`src/core/mem_ctrl_consts.svh`:
```
`ifndef MEM_CTRL_CONSTS_SVH
`define MEM_CTRL_CONSTS_SVH

// strap codes on clk_select_straps
`define CLK_SEL_EXT 2'h0
`define CLK_SEL_DIV4 2'h1
`define CLK_SEL_DIV6 2'h2
// core clock divide figures
`define CORE_DIV_A 4
`define CORE_DIV_B 6
// output divider ratio codes
`define OUT_RATIO_1 2'h0
`define OUT_RATIO_2 2'h1
`define OUT_RATIO_4 2'h2
// read_en_select values
`define RES_ADDR_STROBE 1'h0
`define RES_READ_EN 1'h1
// space that owns the dedicated sync output enable
`define FIFO_SPACE 2'h3
// reset values
`define RATIO_RESET 2'h0
`define DIV_CNT_RESET 3'h0

`endif

```
`src/core/mem_ctrl_pkg.sv`:
```
package mem_ctrl_pkg;

	typedef enum logic [1:0]
	{
		mem_async = 2'h0,
		mem_sdram = 2'h1,
		mem_sync = 2'h2
	} mem_kind_type;

	typedef enum logic [2:0]
	{
		ph_strobe = 3'h0,
		ph_read = 3'h1,
		ph_write = 3'h2,
		ph_cmd_act = 3'h3,
		ph_cmd_rw = 3'h4
	} phase_type;

	// one access as the sequencer presents it
	typedef struct packed
	{
		logic active;
		mem_kind_type kind;
		logic [1:0] space;
		logic write;
		logic read_en_select;
		phase_type phase;
	} access_type;

	// strobe pins, active low
	typedef struct packed
	{
		logic read_strobe_n;
		logic output_en_n;
		logic write_en_n;
		logic space3_oe_n;
	} strobe_type;

	typedef enum logic [3:0]
	{
		st_idle = 4'b0001,
		st_busy = 4'b0010,
		st_drain = 4'b0100,
		st_held = 4'b1000
	} arb_state_type;

endpackage : mem_ctrl_pkg

```
`src/core/mem_ctrl.sv`:
```
`timescale 1ns/10ps
`include "mem_ctrl_consts.svh"
module mem_ctrl
	import mem_ctrl_pkg::*;
(
	// clock and reset
	input wire logic sys_clk,
	input wire logic reset_n,
	// clock selection
	input wire logic if_clk_in,
	input wire logic [1:0] clk_select_straps,
	input wire logic [1:0] out_ratio,
	// access from the sequencer
	input wire access_type access,
	output logic access_done,
	// arbitration
	input wire logic hold_req_in,
	output logic hold_ack_out,
	output logic bus_req_out,
	output logic bus_out_en,
	// memory side
	input wire logic async_ready_in,
	output strobe_type strobes,
	output logic sdram_clk_en,
	input wire logic sdram_present,
	input wire logic self_refresh,
	input wire logic gp_out_level,
	// interface clocks
	output logic if_clk_out_full,
	output logic if_clk_out_div
);

	logic [1:0] sel_q, sel_d;
	logic sel_done_q, sel_done_d;
	logic [2:0] core_cnt_q, core_cnt_d;
	logic core_clk_q, core_clk_d;
	logic [1:0] ext_q, ext_d;
	logic if_tick;
	logic if_clk_level;
	logic [1:0] out_cnt_q, out_cnt_d;
	logic div_clk_q, div_clk_d;
	logic full_clk_q, full_clk_d;

	// straps caught by a clocked process after release
	// read once; a later strap change waits for the next reset
	always_comb
	begin
		sel_d = sel_q;
		sel_done_d = 1'b1;
		if (!sel_done_q)
		begin
			if (clk_select_straps == `CLK_SEL_DIV4 || clk_select_straps == `CLK_SEL_DIV6)
				sel_d = clk_select_straps;
			else
				sel_d = `CLK_SEL_EXT;
		end
	end

	// core divide: half period counts derived from the figures
	logic [2:0] half_cnt;
	always_comb
	begin
		half_cnt = (sel_q == `CLK_SEL_DIV6) ? 3'((`CORE_DIV_B / 2) - 1) :
			3'((`CORE_DIV_A / 2) - 1);
		core_cnt_d = core_cnt_q + 3'h1;
		core_clk_d = core_clk_q;
		if (core_cnt_q >= half_cnt)
		begin
			core_cnt_d = `DIV_CNT_RESET;
			core_clk_d = ~core_clk_q;
		end
		ext_d = {ext_q[0], if_clk_in};
	end

	// ext_q[0] only feeds ext_q[1]; edges are seen from the second stage
	logic ext_prev_q;
	logic ext_prev_d;
	assign ext_prev_d = ext_q[1];
	// core source from its next value so both output clocks move on one edge
	assign if_clk_level = (sel_q == `CLK_SEL_EXT) ? ext_q[1] : core_clk_d;
	assign if_tick = (sel_q == `CLK_SEL_EXT) ? (ext_q[1] & ~ext_prev_q) :
		(core_clk_d & ~core_clk_q);

	// output clocks follow the selected interface clock
	always_comb
	begin
		full_clk_d = if_clk_level;
		out_cnt_d = out_cnt_q;
		div_clk_d = div_clk_q;
		if (if_tick)
		begin
			out_cnt_d = out_cnt_q + 2'h1;
			unique case (out_ratio)
				`OUT_RATIO_2: div_clk_d = out_cnt_q[0];
				`OUT_RATIO_4: div_clk_d = out_cnt_q[1];
				// ratio one rises on each tick; the unused code parks high
				default: div_clk_d = 1'b1;
			endcase
		end
		else if (out_ratio == `OUT_RATIO_1 && !if_clk_level)
			div_clk_d = 1'b0;
	end

	always_ff @(posedge sys_clk)
	begin
		if (!reset_n)
		begin
			sel_q <= `CLK_SEL_EXT;
			sel_done_q <= 1'b0;
			core_cnt_q <= `DIV_CNT_RESET;
			core_clk_q <= 1'b0;
			ext_q <= 2'h0;
			ext_prev_q <= 1'b0;
			out_cnt_q <= 2'h0;
			div_clk_q <= 1'b0;
			full_clk_q <= 1'b0;
		end
		else
		begin
			sel_q <= sel_d;
			sel_done_q <= sel_done_d;
			core_cnt_q <= core_cnt_d;
			core_clk_q <= core_clk_d;
			ext_q <= ext_d;
			ext_prev_q <= ext_prev_d;
			out_cnt_q <= out_cnt_d;
			div_clk_q <= div_clk_d;
			full_clk_q <= full_clk_d;
		end
	end

	assign if_clk_out_full = full_clk_q;
	assign if_clk_out_div = div_clk_q;

	// arbitration
	arb_state_type arb_q, arb_d;
	logic ack_q, ack_d;
	logic breq_q, breq_d;
	logic oe_q, oe_d;

	always_comb
	begin
		arb_d = arb_q;
		ack_d = ack_q;
		breq_d = 1'b0;
		oe_d = oe_q;
		unique case (arb_q)
			st_idle:
			begin
				oe_d = 1'b1;
				if (hold_req_in)
					arb_d = st_drain;
				else if (access.active)
					arb_d = st_busy;
			end
			st_busy:
				if (access_done)
					arb_d = hold_req_in ? st_drain : st_idle;
			st_drain:
			begin
				// float first, acknowledge one cycle later
				oe_d = 1'b0;
				if (!oe_q)
				begin
					ack_d = 1'b1;
					arb_d = st_held;
				end
			end
			st_held:
			begin
				// host owns the bus; we only flag that we need it back
				breq_d = access.active;
				if (!hold_req_in)
				begin
					ack_d = 1'b0;
					arb_d = st_idle;
				end
			end
		endcase
	end

	always_ff @(posedge sys_clk)
	begin
		if (!reset_n)
		begin
			arb_q <= st_idle;
			ack_q <= 1'b0;
			breq_q <= 1'b0;
			oe_q <= 1'b1;
		end
		else
		begin
			arb_q <= arb_d;
			ack_q <= ack_d;
			breq_q <= breq_d;
			oe_q <= oe_d;
		end
	end

	assign hold_ack_out = ack_q;
	assign bus_req_out = breq_q;
	assign bus_out_en = oe_q;

	// strobe decode; the sequencer steps phases, we only hold the strobe
	strobe_type strb_q, strb_d;
	logic done_q, done_d;
	logic cke_q, cke_d;
	logic go;

	// accesses start only from busy, so none begins under hold
	assign go = access.active && (arb_q == st_busy);

	always_comb
	begin
		strb_d = '{read_strobe_n: 1'b1, output_en_n: 1'b1, write_en_n: 1'b1,
			space3_oe_n: 1'b1};
		done_d = 1'b0;
		if (go)
		begin
			unique case (access.kind)
				mem_async:
				begin
					strb_d.read_strobe_n = access.write;
					strb_d.output_en_n = access.write;
					strb_d.write_en_n = ~access.write;
					if (if_tick)
					begin
						// not ready: hold strobe another interface cycle
						done_d = async_ready_in && !done_q;
					end
				end
				mem_sdram:
				begin
					strb_d.read_strobe_n = (access.phase != ph_cmd_rw);
					strb_d.output_en_n = (access.phase != ph_cmd_act);
					strb_d.write_en_n = !(access.write && access.phase == ph_cmd_rw);
					done_d = if_tick && !done_q;
				end
				mem_sync:
				begin
					if (access.read_en_select == `RES_READ_EN)
						strb_d.read_strobe_n = access.write;
					else
						strb_d.read_strobe_n = (access.phase != ph_strobe);
					strb_d.output_en_n = access.write || (access.phase != ph_read);
					strb_d.write_en_n = !access.write;
					strb_d.space3_oe_n = !(access.space == `FIFO_SPACE &&
						!access.write && access.phase == ph_read);
					done_d = if_tick && !done_q;
				end
				default:
				begin
					// unknown kind: no strobe, but finish so the arbiter leaves busy
					done_d = if_tick && !done_q;
				end
			endcase
		end
		// sdram present: self-refresh drops the clock enable
		if (sdram_present)
			cke_d = ~self_refresh;
		else
			cke_d = gp_out_level;
	end

	always_ff @(posedge sys_clk)
	begin
		if (!reset_n)
		begin
			strb_q <= '{read_strobe_n: 1'b1, output_en_n: 1'b1, write_en_n: 1'b1,
				space3_oe_n: 1'b1};
			done_q <= 1'b0;
			cke_q <= 1'b1;
		end
		else
		begin
			strb_q <= strb_d;
			done_q <= done_d;
			cke_q <= cke_d;
		end
	end

	assign strobes = strb_q;
	assign access_done = done_q;
	assign sdram_clk_en = cke_q;

endmodule : mem_ctrl

```
`config.mk`:
```
export PLATFORM = sky130hd
export DESIGN_NAME = mem_ctrl
export DESIGN_NICKNAME = d
export VERILOG_FILES = /design/src/core/mem_ctrl_pkg.sv /design/src/core/mem_ctrl.sv
export VERILOG_INCLUDE_DIRS = /design/src /design/src/core
export SDC_FILE = /design/constraint.sdc
export NUM_CORES = 1
export LEC_CHECK = 0
export BUFFER_PORTS_ARGS = -buffer_cell sky130_fd_sc_hd__buf_2
export CORE_AREA = 4 4 47 69
export DETAILED_ROUTE_END_ITERATION = 12
export DIE_AREA = 0 0 51 73
export PLACE_DENSITY = 0.75
export SYNTH_ARGS = -nofsm -noshare
export SYNTH_HDL_FRONTEND = slang
export SYNTH_SLANG_ARGS = --single-unit
```
`constraint.sdc`:
```
create_clock -name sys_clk -period 3 [get_ports sys_clk]
set_input_delay 0.15 -clock sys_clk [delete_from_list [all_inputs] [get_ports sys_clk]]
set_output_delay 0.15 -clock sys_clk [all_outputs]
set_load 0.03 [all_outputs]
```
==> reports/metrics.csv <==
metric;value;unit
cp.depth;8;
crit_path_start_kind;register;
path_max_fanout;8;
max_cap_viol_count;0;
wl;2730;µm
drive_gt1_share;25.4;%
cts_inserted_buffers;3;
synth.distinct_cells;46;
grt_most_used_layer;met2;
track_usage;15.7;%
syn_nets;170;
cp_top_family;compound AO/OA/AOI/OAI gates;
grt_setup_unrepaired;false;
antenna_found_initial;0;
via_count;1136;
netlist_area;1320;µm²
first_global_vias;1075;
start_util;49.3;%
cpPeakStageDelay;0.44;ns
use_met2;27.5;%
use_met1;17.3;%
antenna_left;0;
fin_worst_skew;0.00427;ns
num_rows;23;
synth_area_leaders;dfxtp_1 (41%), ha_1 (6.6%), nor2_1 (3.4%);
fillCellCount;243;
portBuffers;32;
cts_hold_buf;0;
cts_buffer_depth;2;
clock-root-buffer;clkbuf_8;
htreeDepth;1;
grt_overflow;0;
drc_errors;0;
worst_ep_required_time;3.17;ns
synth-xor-area-share;0.664;%
synth_adder_area_share;6.64;%
arrival;2.44;ns
ys.flop_type;dfxtp_1;
ir_drop;353;µV
synth_top_family_by_area;simple AND/OR/NAND/NOR gates;
post_cts_resized;0;
synth_top_area_share;40.9;%
die_h;73;µm
insertion_delay;0.27;ns
coreArea;2680;µm²
regArea;541;µm²
utilization;58.1;%
max_slew_margin;70.6;%
reg2regPathDepth;8;
die_area;3720;µm²
avgRoutedWirePerCell;13.0;µm
crit_slowest_cell;dfxtp_1;
hold_violations;0;
drtIter0Drc;38;
whs;0.0748;ns
min_period_over_period;75.6;%
finalSetupTns;0;ns
crit_chain;or2b_1 -> ha_1 -> nand2b_1 -> a211o_1 -> ha_1 -> o21a_1 -> o21ai_0 -> a41o_1;
critPathMostFrequentCell;ha_1;
grt_max_degree;19;
power.density;518;nW/µm²
fmax;0.441;GHz
drt_first_pass_iters;4;
min_period;2.27;ns
holdCritPathClass;in2reg;
tritoncts;done;
setup-violations-final;0;
met3_usage;3.89;%
gp_congestion;0.906;
postSynthCellCount;141;
muxShareOfSynthArea;0.758;%
tightest_slew;0.435;ns
ys_async_sr_fraction;0;%
status;finished, final reports clean;
whs_path_depth;2;
fin_ws;0.731;ns
fin_area;1550;µm²
clock_sinks;27;
vias_per_cell;5.41;
post-dp-hpwl;2110;µm
fp.dieW;51;µm
setup.worst_path.class;reg2reg;
ys_seq_elements;27;
io_pins;33;
yosysTopAreaCell;dfxtp_1;
clk_pin_slew_worst_paths;0.09;ns
p_leak;0.652;nW
syn_to_final_growth;17.7;%
dpl_cell_area;1510;µm²
yosysWarnings;0;
grt_pass1_wl;4520;µm
synth_seq_area_share;40.9;%
multi_input_area;732;µm²
n_antenna_cell;0;
syn_area_per_cell;9.36;µm²
dp_slack;0.737;ns
post_cts_buffers;0;
slew_viol_final;0;
worst-path-buf-inv;0;
nets;203;
synthSimpleGateAreaFrac;30.0;%
crit_path_end_kind;register;
synth_compound_area_share;17.3;%
synth_edf_count;0;
## area by class of cell
| cell class | count | area share, % |
|---|---|---|
| clock buffer | 4 | 2.90 |
| inverter | 8 | 1.93 |
| multi-input combinational | 102 | 47.1 |
| sequential | 27 | 34.8 |
| tap | 37 | 2.98 |
| timing repair buffer | 32 | 10.3 |
## placed cells by master (no fill, tap or decap), types with 2 or more instances in the layout
cell type and n:
nand2_1 10, and3b_1 2, o21ai_0 4, o21a_1 2, dfxtp_1 27, and2_1 3, nor3_1 5, nor2_1 12
inv_1 7, or3b_2 2, nor3b_1 2, nand2b_1 4, or4b_1 3, a21oi_1 5, ha_1 7, or4bb_1 2
buf_2 32, o31ai_1 2, a22oi_1 2, a211oi_1 2, nor4b_1 4, o21ai_1 5, clkbuf_8 3, or4b_4 2
or3b_1 2
## power breakdown
part	internal [mW]	switching (mW)	total, mW
registers	0.389	0.0257	0.415
logic	0.0909	0.0991	0.190
clock network	0.0951	0.105	0.201
## cell usage after synthesis, drive strengths merged, types with 2 or more instances
cell type,instances
or4b,5
nand2b,4
a21oi,5
o21ai,9
nor4b,5
ha,7
and3b,2
nor3b,2
and2,3
clkbuf,2
a22oi,2
buf,2
o21a,2
or4bb,2
nor3,5
o31ai,2
inv,8
a211oi,3
dfxtp,27
or3b,4
nor2,13
nand2,10
## state kept, by name (all words and copies together), names as in the netlist, 2 cells and up
| register | flops |
|---|---|
| arb_q | 4 |
| strobes | 4 |
| core_cnt_q | 3 |
| ext_q | 2 |
| out_cnt_q | 2 |
| sel_q | 2 |
## metrics by stage
step | instances | total power [mW]
after floorplan | 141 | 0.557
after global placement | 206 | 0.602
after detailed placement | 206 | 0.615
after CTS | 210 | 0.816
after global routing | 210 | 0.858
final | 210 | 0.805
## per-layer routing
layer,share of wire [%],vias up
met5,0,-
met4,1.8,0
met3,4.8,5
met2,54,25
met1,39,523
li1,-,583
## kinds of logic (layout without fill, tap and decap cells)
logic type                 count (synthesis)  count (layout)
AOI/OAI and AO/OA                         32              32
xor gates and xnor gates                   1               1
adders and majority gates                  7               7
buffers and inverters                     12              44
DFF                                       27              27
muxes                                      1               1
and+or+nand+nor                           61              61
## path summary, 6_finish.rpt
path	from	to	slack, ns
max	sel_q[1]$_SDFFE_PN0N_	if_clk_out_div$_SDFFE_PN0P_	0.73
min	access[4]	strobes[1]$_SDFF_PN1_	0.07
max reg2reg	sel_q[1]$_SDFFE_PN0N_	if_clk_out_div$_SDFFE_PN0P_	0.73
min reg2reg	ext_q[0]$_SDFF_PN0_	ext_q[1]$_SDFF_PN0_	0.44
No activity file was read; power rests on OpenSTA's default activity.
